[config.mk]
export PLATFORM = sky130hd
export DESIGN_NAME = sssb_status_bank
export DESIGN_NICKNAME = d
export VERILOG_FILES = /design/src/design/sssb_pkg.sv /design/src/design/sssb_wd_counter.sv /design/src/design/sssb_status_bank.sv
export SDC_FILE = /design/constraint.sdc
export NUM_CORES = 1
export LEC_CHECK = 0
export BUFFER_PORTS_ARGS = -buffer_cell sky130_fd_sc_hd__buf_2
export CELL_PAD_IN_SITES_DETAIL_PLACEMENT = 2
export CELL_PAD_IN_SITES_GLOBAL_PLACEMENT = 2
export CORE_AREA = 5 5 74 76
export DETAILED_ROUTE_END_ITERATION = 8
export DIE_AREA = 0 0 79 81
export PLACE_DENSITY_LB_ADDON = 0.1
export SLEW_MARGIN = 20
export SYNTH_ARGS = -nofsm -noshare
export SYNTH_HDL_FRONTEND = slang
export SYNTH_SLANG_ARGS = --single-unit
export TNS_END_PERCENT = 10
[constraint.sdc]
create_clock -name i_sys_clk -period 4.55 [get_ports i_sys_clk]
set_input_delay 0.2275 -clock i_sys_clk [delete_from_list [all_inputs] [get_ports i_sys_clk]]
set_output_delay 0.2275 -clock i_sys_clk [all_outputs]
set_load 0.05 [all_outputs]
[src/design/sssb_pkg.sv]
// constants for the supply safety status bank
// assumes an 8-bit status read port and one system clock
package sssb_pkg;
  localparam int unsigned REG_W         = 8;
  localparam int unsigned SEL_W         = 2;
  // register select codes
  localparam logic [1:0]  SEL_RAIL      = 2'h0;
  localparam logic [1:0]  SEL_FAULT     = 2'h1;
  localparam logic [1:0]  SEL_CRCWD     = 2'h2;
  // rail voltage status bit positions
  localparam int unsigned B_PRE_OV      = 7;
  localparam int unsigned B_PRE_UV      = 6;
  localparam int unsigned B_XCV_OV      = 5;
  localparam int unsigned B_XCV_UV      = 4;
  localparam int unsigned B_IO_OV       = 3;
  localparam int unsigned B_IO_UV       = 2;
  localparam int unsigned B_CORE_OV     = 1;
  localparam int unsigned B_CORE_UV     = 0;
  // regulator fault status bit positions
  localparam int unsigned B_XCV_ILIM    = 7;
  localparam int unsigned B_IO_ILIM     = 6;
  localparam int unsigned B_SNS_UV      = 5;
  localparam int unsigned B_SNS_OV      = 4;
  localparam int unsigned B_SNS_OT      = 2;
  localparam int unsigned B_XCV_OT      = 1;
  localparam int unsigned B_IO_OT       = 0;
  // crc / watchdog status bit positions
  localparam int unsigned B_CFG_CRC     = 5;
  localparam int unsigned B_NVM_CRC     = 4;
  localparam int unsigned CNT_W         = 3;
  localparam logic [2:0]  WD_CNT_INIT   = 3'h5;
  localparam logic [2:0]  WD_CNT_MAX    = 3'h7;
  localparam logic [2:0]  WD_CNT_MIN    = 3'h0;
  localparam logic [2:0]  WD_CNT_STEP   = 3'h1;
  localparam logic [7:0]  RESET_VAL     = 8'h00;
  localparam logic        OT_MASK_RST   = 1'b1;
endpackage

[src/design/sssb_wd_counter.sv]
// watchdog failure counter with saturation and fail detection
// assumes event pulses are one cycle wide and synchronous
`timescale 1ns/100ps
module sssb_wd_counter (
  input  wire logic                   i_sys_clk,
  input  wire logic                   i_rst,
  input  wire logic                   i_reinit,
  input  wire logic                   i_reload,
  input  wire logic                   i_wd_bad,
  input  wire logic                   i_wd_good,
  input  wire logic                   i_watchdog_reset_enable,
  output logic [sssb_pkg::CNT_W-1:0]  o_count,
  output logic                        o_fail
);
  import sssb_pkg::*;
  logic [CNT_W-1:0] cnt_r;
  logic [CNT_W-1:0] cnt_nxt;
  logic             fail_r;
  logic             fail_nxt;

  always_comb begin
    cnt_nxt  = cnt_r;
    fail_nxt = 1'b0;
    if (i_reinit || i_reload) begin
      cnt_nxt = WD_CNT_INIT;
    end else if (i_wd_bad) begin
      if (cnt_r == WD_CNT_MAX) begin
        fail_nxt = i_watchdog_reset_enable;
      end else begin
        cnt_nxt = cnt_r + WD_CNT_STEP;
      end
    end else if (i_wd_good && cnt_r != WD_CNT_MIN) begin
      cnt_nxt = cnt_r - WD_CNT_STEP;
    end
  end

  always_ff @(posedge i_sys_clk or posedge i_rst) begin
    if (i_rst) begin
      cnt_r  <= WD_CNT_INIT;
      fail_r <= 1'b0;
    end else begin
      cnt_r  <= cnt_nxt;
      fail_r <= fail_nxt;
    end
  end

  assign o_count = cnt_r;
  assign o_fail  = fail_r;
endmodule

[src/design/sssb_status_bank.sv]
// read-only safety status bank: rail, regulator fault and crc/watchdog status
// assumes monitor inputs are synchronous levels, events one-cycle pulses
`timescale 1ns/100ps
module sssb_status_bank (
  input  wire logic                        i_sys_clk,
  input  wire logic                        i_rst,
  input  wire logic                        i_logic_self_test_done,
  // live monitor conditions
  input  wire logic                        i_prereg_ov,
  input  wire logic                        i_prereg_uv,
  input  wire logic                        i_xcv_ov,
  input  wire logic                        i_xcv_uv,
  input  wire logic                        i_io_ov,
  input  wire logic                        i_io_uv,
  input  wire logic                        i_core_ov,
  input  wire logic                        i_core_uv,
  input  wire logic                        i_xcv_ilim,
  input  wire logic                        i_io_ilim,
  input  wire logic                        i_sns_uv,
  input  wire logic                        i_sns_ov,
  input  wire logic                        i_sns_ot,
  input  wire logic                        i_xcv_ot,
  input  wire logic                        i_io_ot,
  // crc check results
  input  wire logic                        i_cfg_crc_valid,
  input  wire logic [sssb_pkg::REG_W-1:0]  i_cfg_crc_calc,
  input  wire logic [sssb_pkg::REG_W-1:0]  i_cfg_crc_expect,
  input  wire logic                        i_nvm_crc_done,
  input  wire logic                        i_nvm_crc_mismatch,
  // device state and watchdog events
  input  wire logic                        i_in_diag,
  input  wire logic                        i_enter_diag_active,
  input  wire logic                        i_wd_bad,
  input  wire logic                        i_wd_good,
  input  wire logic                        i_watchdog_reset_enable,
  // control written by the host elsewhere
  input  wire logic                        i_xcv_en_set,
  input  wire logic                        i_xcv_en_clr,
  input  wire logic                        i_ot_mask_wr,
  input  wire logic                        i_ot_mask_val,
  input  wire logic                        i_enable_drive_output_req,
  // register read port
  input  wire logic [sssb_pkg::SEL_W-1:0]  i_rd_sel,
  output logic [sssb_pkg::REG_W-1:0]       o_rd_data,
  // side effects
  output logic                             o_xcv_en,
  output logic                             o_xcv_reg_disable,
  output logic                             o_sns_reg_disable,
  output logic                             o_io_reg_disable,
  output logic                             o_reset_req,
  output logic                             o_safe_req,
  output logic                             o_enable_drive_output,
  output logic                             o_watchdog_failure_flag
);
  import sssb_pkg::*;
  logic [REG_W-1:0] rail_r;
  logic [REG_W-1:0] rail_nxt;
  logic [REG_W-1:0] fault_r;
  logic [REG_W-1:0] fault_nxt;
  logic             cfg_err_r;
  logic             cfg_err_nxt;
  logic             nvm_err_r;
  logic             nvm_err_nxt;
  logic             xcv_en_r;
  logic             xcv_en_nxt;
  logic             ot_mask_r;
  logic             ot_mask_nxt;
  logic             enable_drive_output_r;
  logic             enable_drive_output_nxt;
  logic [REG_W-1:0] rd_r;
  logic [REG_W-1:0] rd_nxt;
  logic [CNT_W-1:0] wd_cnt;
  logic             xcv_shutdown;
  logic [REG_W-1:0] crcwd_view;

  sssb_wd_counter u_wdc (
    .i_sys_clk   (i_sys_clk),
    .i_rst       (i_rst),
    .i_reinit    (i_logic_self_test_done),
    .i_reload    (i_enter_diag_active),
    .i_wd_bad    (i_wd_bad),
    .i_wd_good   (i_wd_good),
    .i_watchdog_reset_enable (i_watchdog_reset_enable),
    .o_count     (wd_cnt),
    .o_fail      (o_watchdog_failure_flag)
  );

  assign xcv_shutdown = i_xcv_ot && ot_mask_r;

  always_comb begin
    rail_nxt = RESET_VAL;
    rail_nxt[B_PRE_OV]  = i_prereg_ov;
    rail_nxt[B_PRE_UV]  = i_prereg_uv;
    rail_nxt[B_XCV_OV]  = i_xcv_ov;
    rail_nxt[B_XCV_UV]  = i_xcv_uv;
    rail_nxt[B_IO_OV]   = i_io_ov;
    rail_nxt[B_IO_UV]   = i_io_uv;
    rail_nxt[B_CORE_OV] = i_core_ov;
    rail_nxt[B_CORE_UV] = i_core_uv;
  end

  always_comb begin
    fault_nxt = RESET_VAL;
    fault_nxt[B_XCV_ILIM] = i_xcv_ilim || !xcv_en_r;
    fault_nxt[B_IO_ILIM]  = i_io_ilim;
    fault_nxt[B_SNS_UV]   = i_sns_uv;
    fault_nxt[B_SNS_OV]   = i_sns_ov;
    fault_nxt[B_SNS_OT]   = i_sns_ot;
    fault_nxt[B_XCV_OT]   = i_xcv_ot;
    fault_nxt[B_IO_OT]    = i_io_ot;
  end

  always_comb begin
    cfg_err_nxt = cfg_err_r;
    nvm_err_nxt = nvm_err_r;
    if (i_cfg_crc_valid) begin
      cfg_err_nxt = (i_cfg_crc_calc != i_cfg_crc_expect);
    end
    if (i_nvm_crc_done) begin
      nvm_err_nxt = i_nvm_crc_mismatch;
      if (!i_nvm_crc_mismatch) begin
        cfg_err_nxt = 1'b0;
      end
    end
    if (i_logic_self_test_done) begin
      cfg_err_nxt = 1'b0;
      nvm_err_nxt = 1'b0;
    end
  end

  always_comb begin
    ot_mask_nxt = i_ot_mask_wr ? i_ot_mask_val : ot_mask_r;
    xcv_en_nxt  = xcv_en_r;
    if (i_xcv_en_set) begin
      xcv_en_nxt = 1'b1;
    end
    if (i_xcv_en_clr) begin
      xcv_en_nxt = 1'b0;
    end
    if (xcv_shutdown) begin
      xcv_en_nxt = 1'b0;
    end
  end

  always_comb begin
    enable_drive_output_nxt = i_enable_drive_output_req && (wd_cnt < WD_CNT_INIT);
  end

  always_comb begin
    crcwd_view = RESET_VAL;
    crcwd_view[B_CFG_CRC] = cfg_err_r;
    crcwd_view[B_NVM_CRC] = nvm_err_r;
    crcwd_view[CNT_W-1:0] = wd_cnt;
    case (i_rd_sel)
      SEL_RAIL:  rd_nxt = rail_r;
      SEL_FAULT: rd_nxt = fault_r;
      SEL_CRCWD: rd_nxt = crcwd_view;
      default:   rd_nxt = RESET_VAL;
    endcase
  end

  always_ff @(posedge i_sys_clk or posedge i_rst) begin
    if (i_rst) begin
      rail_r    <= RESET_VAL;
      fault_r   <= RESET_VAL;
      cfg_err_r <= 1'b0;
      nvm_err_r <= 1'b0;
      xcv_en_r  <= 1'b0;
      ot_mask_r <= OT_MASK_RST;
      rd_r      <= RESET_VAL;
      enable_drive_output_r   <= 1'b0;
    end else begin
      rail_r    <= rail_nxt;
      fault_r   <= fault_nxt;
      cfg_err_r <= cfg_err_nxt;
      nvm_err_r <= nvm_err_nxt;
      xcv_en_r  <= xcv_en_nxt;
      ot_mask_r <= ot_mask_nxt;
      rd_r      <= rd_nxt;
      enable_drive_output_r   <= enable_drive_output_nxt;
    end
  end

  assign o_rd_data         = rd_r;
  assign o_xcv_en          = xcv_en_r;
  assign o_sns_reg_disable = fault_r[B_SNS_OT];
  assign o_io_reg_disable  = fault_r[B_IO_OT];
  assign o_xcv_reg_disable = !xcv_en_r;
  assign o_reset_req       = xcv_shutdown;
  assign o_safe_req        = nvm_err_r && i_in_diag;
  assign o_enable_drive_output           = enable_drive_output_r;
endmodule

==> impl_metrics.csv, run 1 <==
group,metric,value,unit
status,status,"completed",
drt,wirelength,3368,um
cts,cts_tree,"yes",
critical_path,critPathCaptureType,"register",
critical_path,max_stage_delay,0.62,ns
layout,layout-area-overhead-vs-synth,35.91,%
sta,rsz0062_at_grt,"false",
floorplanning,core_area,4661,um^2
critical_path,cp-start-kind,"register",
drt,drt_iter0_drc,31,
cts,htreeDepth,2,
power_and_ir_drop,seqPwrFrac,0.447,
critical_path,required,4.72,ns
layout,diodes,0,
power_and_ir_drop,p_leak,0.9137,nW
drt,firstDrtPassIters,2,
global_routing,antenna_found_initial,0,
placed_design,gp_congestion,0.7657,
power_and_ir_drop,internal_power,0.0005102,W
yosys,syn_inst,113,
yosys,synth-seq-cells,32,
critical_path,r2r_cells,4,
yosys,synth_fp_nets,163,
cts,cts-resized-gates,0,
sta,slew_headroom,0.7382,
layout,nets,232,
power_and_ir_drop,ir_drop,194.5,uV
power_and_ir_drop,power_switching,0.0001924,W
power_and_ir_drop,power_frac_comb,0.169,
placed_design,dp_hpwl,2740,um
power_and_ir_drop,p_sw_frac,0.2739,
min_path,hp-class,"input port to async pin",
sta,slew_violations,0,
cts,clock-sinks,32,
critical_path,cp.arrival,1.79,ns
sta,tns,0,ns
cts,clk_pin_slew,0.07,ns
global_routing,overflow,0,
yosys,ys_warn_count,0,
yosys,synth_cell_type_count,27,
critical_path,critPathKind,"register to register",
cts,cts_buffer_depth,2,
layout,nFillCells,514,
global_routing,grt.total_usage,0.1152,
cts,postCtsHoldBufs,0,
cts,cts-root-buf,"clkbuf_8",
critical_path,cp_max_fo,9,
layout,stdcell_area,1804,um^2
floorplanning,die_area,6399,um^2
critical_path,crit_chain,"fa_1 -> o21ai_1 -> o21ai_0 -> o21a_1",
layout,drive_gt1_frac,0.4317,
cts,cts_setup_buffers,0,
floorplanning,io_pins,65,
sta,worst_hold_slack,0.01535,ns
yosys,avgSynthCellArea,11.75,um^2
yosys,synth_area,1328,um^2
global_routing,grt_pass1_vias,1215,
drt,ant_nets,0,
cts,numCtsBuffers,5,
power_and_ir_drop,power.total,0.0007026,W
drt,wl_per_cell,14.21,um
sta,post-route-period-util,0.3548,
placed_design,port_buffers,64,
drt,drc,0,
power_and_ir_drop,clockPowerShare,0.384,
floorplanning,die_w,79,um
cts,clk_latency,0.28,ns
critical_path,slowest_stage,"dfstp_2",
power_and_ir_drop,power.density,389.4,nW/um^2
floorplanning,die_h,81,um
drt,num_vias,1076,
sta,fin_skew,0.002113,ns
sta,finalHoldViolCount,0,
layout,seq_area,804.5,um^2
drt,vias_per_cell,4.540,
placed_design,place_area,1693,um^2
sta,max_slew.worst_pin.slew,0.3927,ns
floorplanning,initial_utilization,0.2848,
sta,layout_min_cycle_time,1.614,ns
floorplanning,std_cell_rows,25,
run,max_cap_violations,0,
layout,multi_input_area,470.5,um^2
sta,setup-violations-final,0,
global_routing,grt_max_degree,33,
global_routing,grt_first_pass_wirelength,5575,um
critical_path,r2r_slack,2.94,ns
sta,max_freq,0.6194,GHz
yosys,yosysSeqAreaShare,0.6060,
==> stage by stage <==
step / setup slack [ns] / cells / util
floorplan: 3.043 / 113 / -
global placement: 3.005 / 229 / 0.3632
detailed placement: 2.926 / 229 / 0.3632
CTS: 2.917 / 237 / 0.3871
global route: 2.847 / 237 / 0.3871
finish: 2.936 / 237 / 0.3871
==> worst paths after layout <==
check	from	end
min in group i_sys_clk	i_sns_ov	fault_r[4]$_DFF_PP0_
max in group asynchronous	i_rst	u_wdc.o_count[0]$_DFFE_PP1P_
worst max register to register	u_wdc.o_count[0]$_DFFE_PP1P_	u_wdc.o_count[1]$_DFFE_PP0P_
worst min-delay path	i_rst	o_rd_data[3]$_DFF_PP0_
worst max-delay path	u_wdc.o_count[0]$_DFFE_PP1P_	u_wdc.o_count[1]$_DFFE_PP0P_
worst min register to register	o_xcv_en$_DFFE_PP0P_	fault_r[7]$_DFF_PP0_
==> Yosys cell counts <==
library cell | number | area (um^2)
a21boi_0 | 1 | 7.510
a21oi_1 | 2 | 10.01
a31oi_1 | 1 | 6.260
and2_1 | 3 | 18.77
and2b_1 | 1 | 7.510
buf_4 | 1 | 7.510
buf_6 | 2 | 22.52
dfrtp_1 | 29 | 725.7
dfstp_2 | 3 | 78.83
fa_1 | 1 | 20.02
inv_1 | 6 | 22.52
mux2_2 | 1 | 11.26
mux2i_1 | 8 | 80.08
nand2_1 | 9 | 33.78
nand2b_1 | 1 | 6.260
nand2b_4 | 1 | 13.76
nand3_1 | 4 | 20.02
nand4_1 | 1 | 6.260
nor2_1 | 10 | 37.54
nor3_1 | 4 | 20.02
nor3b_1 | 1 | 7.510
o21a_1 | 2 | 15.01
o21ai_0 | 8 | 40.04
o21ai_1 | 2 | 10.01
o22ai_1 | 2 | 12.51
xnor2_1 | 8 | 70.07
xnor2_2 | 1 | 16.27
==> placed cells by master (no fill, tap or decap), types with 2 or more instances in the layout <==
master    Yosys  routed
nand2_1       9       9
nand3_1       4       4
o21ai_1       2       2
a21oi_1       2       2
xnor2_1       8       8
dfrtp_1      29      29
o21ai_0       8       8
nor2_1       10      10
o22ai_1       2       2
o21a_1        2       2
buf_2         0      64
inv_1         6       6
and2_1        3       3
nor3_1        4       4
dfstp_2       3       3
clkbuf_8      0       5
mux2i_1       8       8
==> critical path: cells and delay by family, from the launching register on <==
kind / cells / cell delay, ns
adder cells (fa/ha/maj): 1 / 0.49
AO/OA/AOI/OAI: 3 / 0.40
flip-flops: 1 / 0.62
==> registers in the layout, summed over array words and instances (netlist names) <==
name                   count
o_rd_data                  8
rail_r                     8
fault_r                    7
u_wdc.o_count              3
cfg_err_r                  1
nvm_err_r                  1
o_enable_drive_output      1
o_xcv_en                   1
ot_mask_r                  1
u_wdc.o_fail               1
==> area by class of cell <==
type / instances / share of cell area
inverters: 6 / 0.01248
clock buffers: 5 / 0.03814
repair buffers: 65 / 0.1817
multi-input cells: 72 / 0.2607
flip-flops and latches: 32 / 0.4459
well taps: 54 / 0.03745
clock inverters: 3 / 0.02358
==> per-layer routing <==
metal,vias up,global-route usage,wire (um)
met3,2,0.07539,404
li1,509,-,-
met4,0,0.02062,27
met1,515,0.1247,1375
met2,50,0.1919,1562
met5,-,0,0
==> power by group through the flow <==
stage | Sequential [W] | Combinational [W] | Clock [W]
6_report | 0.000314 | 0.000119 | 0.000270
5_1_grt | 0.000317 | 0.000130 | 0.000295
4_1_cts | 0.000315 | 0.000122 | 0.000280
3_5_place_dp | 0.000320 | 0.000122 | 0
3_3_place_gp | 0.000319 | 0.000117 | 0
2_1_floorplan | 0.000343 | 0.0000523 | 0
==> cells by family after synthesis <==
logic type	count (synthesis)	synth area share
AOI/OAI and AO/OA	18	0.07635
xor gates and xnor gates	9	0.06504
adders and majority gates	1	0.01508
buffers and inverters	9	0.03958
DFF	32	0.6060
muxes	9	0.06880
and+or+nand+nor	35	0.1291
Note: power is estimated with default switching activity, not from simulation.
==> inputs of run 2 (changes only) <==
--- a/config.mk
+++ b/config.mk
@@ -8,9 +8,9 @@
 export BUFFER_PORTS_ARGS = -buffer_cell sky130_fd_sc_hd__buf_2
 export CELL_PAD_IN_SITES_DETAIL_PLACEMENT = 2
 export CELL_PAD_IN_SITES_GLOBAL_PLACEMENT = 2
-export CORE_AREA = 5 5 74 76
+export CORE_AREA = 5 5 77 79
 export DETAILED_ROUTE_END_ITERATION = 8
-export DIE_AREA = 0 0 79 81
+export DIE_AREA = 0 0 82 84
 export PLACE_DENSITY_LB_ADDON = 0.1
 export SLEW_MARGIN = 20
 export SYNTH_ARGS = -nofsm -noshare
==> constraint.sdc (replaced) <==
create_clock -name i_sys_clk -period 1.5 [get_ports i_sys_clk]
set_input_delay 0.075 -clock i_sys_clk [delete_from_list [all_inputs] [get_ports i_sys_clk]]
set_output_delay 0.075 -clock i_sys_clk [all_outputs]
set_load 0.05 [all_outputs]
==> run 2 against run 1 <==
Clock power increased to 2.5 times the previous value; sequential power increased to 3.0 times the previous value; final area increased by 11%; critical path depth unchanged; combinational power increased to 3.5 times the previous value; fmax increased by 9.6%; critical path type unchanged; largest power group unchanged.
==> impl_metrics.csv, run 2 (synthesis gave the netlist of run 1 again) <==
group,metric,value,unit
sta,layout_setup_ws,0.02756,ns
global_routing,overflow,0,
cts,clock-sinks,32,
global_routing,grt_use_met3,0.03564,
floorplanning,io_pins,65,
drt,firstDrtPassIters,4,
global_routing,top_usage_layer,"met2",
run,max_cap_violations,0,
critical_path,cp-startpoint,"u_wdc.o_count[0]$_DFFE_PP1P_",
floorplanning,initial_utilization,0.2519,
drt,num_vias,1174,
critical_path,crit_end,"u_wdc.o_count[1]$_DFFE_PP0P_",
placed_design,place_area,1730,um^2
cts,cts_buffer_depth,2,
status,status,"completed",
sta,post-route-period-util,0.9816,
global_routing,grt_use_met1,0.1362,
critical_path,critPathKind,"register to register",
drt,drt_iter0_drc,55,
sta,fin_skew,0.004427,ns
critical_path,r2r_slack,0.03,ns
critical_path,critPathCaptureType,"register",
layout,layout-area-overhead-vs-synth,50.90,%
placed_design,dp_slack,0.003965,ns
critical_path,max_stage_delay,0.55,ns
sta,finalHoldViolCount,0,
sta,layout_min_cycle_time,1.472,ns
layout,stdcell_area,2003,um^2
cts,numCtsBuffers,5,
cts,cts-root-buf,"clkbuf_8",
placed_design,port_buffers,64,
cts,clk_latency,0.28,ns
global_routing,grt_first_pass_wirelength,6437,um
critical_path,timing.rr.end,"u_wdc.o_count[1]$_DFFE_PP0P_",
min_path,hp-class,"input port to register",
critical_path,required,1.67,ns
sta,max_freq,0.6791,GHz
critical_path,cp_max_fo,3,
drt,ant_nets,0,
layout,diodes,0,
drt,wirelength,3939,um
critical_path,slowest_stage,"dfstp_2",
layout,final_common_cell,"buf_2",
sta,setup-violations-final,0,
global_routing,grt.total_usage,0.1226,
sta,slew_violations,0,
global_routing,grt_max_degree,33,
cts,htreeDepth,2,
power_and_ir_drop,p_leak,0.9891,nW
floorplanning,die_w,82,um
critical_path,rr_startpoint,"u_wdc.o_count[0]$_DFFE_PP1P_",
floorplanning,die_area,6888,um^2
floorplanning,core_area,5270,um^2
sta,max_slew.worst_pin.slew,0.4054,ns
drt,drc,0,
floorplanning,die_h,84,um
critical_path,crit_chain,"fa_2 -> o21ai_1 -> o21ai_1 -> o21a_1",
layout,nets,252,
cts,cts_tree,"yes",
layout,drive_gt1_frac,0.3941,
layout,seq_area,804.5,um^2
global_routing,use_met2,0.2226,
critical_path,r2r_cells,4,
power_and_ir_drop,ir_drop,441.4,uV
layout,multi_input_area,473.0,um^2
critical_path,cp-start-kind,"register",
drt,vias_per_cell,4.269,
critical_path,cpMostUsedCell,"o21ai_1",
critical_path,cp.arrival,1.64,ns
cts,clk_pin_slew,0.06,ns
placed_design,gp_congestion,0.6831,
global_routing,antenna_found_initial,0,
drt,wl_per_cell,14.32,um
layout,final_cell_mix,"64 x buf_2, 29 x dfrtp_1, 18 x dlygate4sd3_1, 10 x nor2_1, 9 x nand2_1",
sta,rsz0062_at_grt,"true",
layout,nFillCells,619,
sta,slew_headroom,0.7297,
floorplanning,std_cell_rows,27,
cts,cts_setup_buffers,0,
power_and_ir_drop,power.density,1019,nW/um^2
global_routing,grt_pass1_vias,1413,
placed_design,dp_hpwl,2919,um
-- run 2: cell count changes in the layout (fill, tap and decap cells not counted), sizes merged --
cell | before | now
buf | 65 | 67
clkinvlp | 1 | 0
bufinv | 1 | 0
clkbuf | 5 | 8
dlygate4sd3 | 0 | 18
clkinv | 1 | 0
-- run 2: stage by stage --
step | TNS (ns) | utilization | instances | hold WS (ns) | power, W
global route | -0.02541 | 0.3801 | 275 | 0.01413 | 0.002164
detailed placement | 0 | 0.3283 | 249 | 0.1848 | 0.001348
floorplan | 0 | - | 113 | 0.1064 | 0.001201
global placement | 0 | 0.3283 | 249 | 0.1730 | 0.001329
finish | 0 | 0.3801 | 275 | 0.01309 | 0.002041
CTS | 0 | 0.3796 | 275 | 0.008758 | 0.002084
-- run 2: timing repair --
| item | 4_1_cts | 5_1_grt |
|---|---|---|
| pin swaps | 2 | 1 |
| resized for setup | 1 | 1 |
| endpoints found under the hold margin | 47 | 0 |
| hold buffers | 18 | 0 |
| endpoints found under the setup margin | 1 | 2 |
-- run 2: final cells by class --
cell class | count | area share
multi-input combinational | 72 | 0.2361
inverter | 6 | 0.01124
tap | 72 | 0.04497
timing repair buffer | 85 | 0.2611
clock buffer | 8 | 0.04497
sequential | 32 | 0.4016
-- run 2: power by group --
part	switching, W	internal [W]	leakage [nW]	total, W
sequential	0.0000266	0.000921	0.386	0.000947
combinational	0.000245	0.000174	0.558	0.000418
clock	0.000301	0.000374	0.0455	0.000675
-- run 2: worst min-delay path by stage --
stage                     cells past startpoint                 startpoint                              end  slack [ns]
after detailed placement                      1                  i_io_ilim             fault_r[6]$_DFF_PP0_        0.18
after global placement                        3                      i_rst           o_rd_data[3]$_DFF_PP0_        0.17
final                                         2  i_enable_drive_output_req  o_enable_drive_output$_DFF_PP0_        0.01
after CTS                                     2  i_enable_drive_output_req  o_enable_drive_output$_DFF_PP0_       0.009
after floorplan                               0                    i_io_ot             fault_r[0]$_DFF_PP0_        0.11
after global routing                          2  i_enable_drive_output_req  o_enable_drive_output$_DFF_PP0_        0.01
-- run 2: routing by layer --
layer  wire [um]  vias to the layer above
met3         240                        4
met2        2165                       41
met4          30                        0
li1            -                      552
met5           0                        -
met1        1502                      577
-- run 2: critical path, delay by kind of cell (launching register included) --
family	cells	cell delay (ns)
DFF	1	0.55
adders and majority gates	1	0.44
AOI/OAI and AO/OA	3	0.37
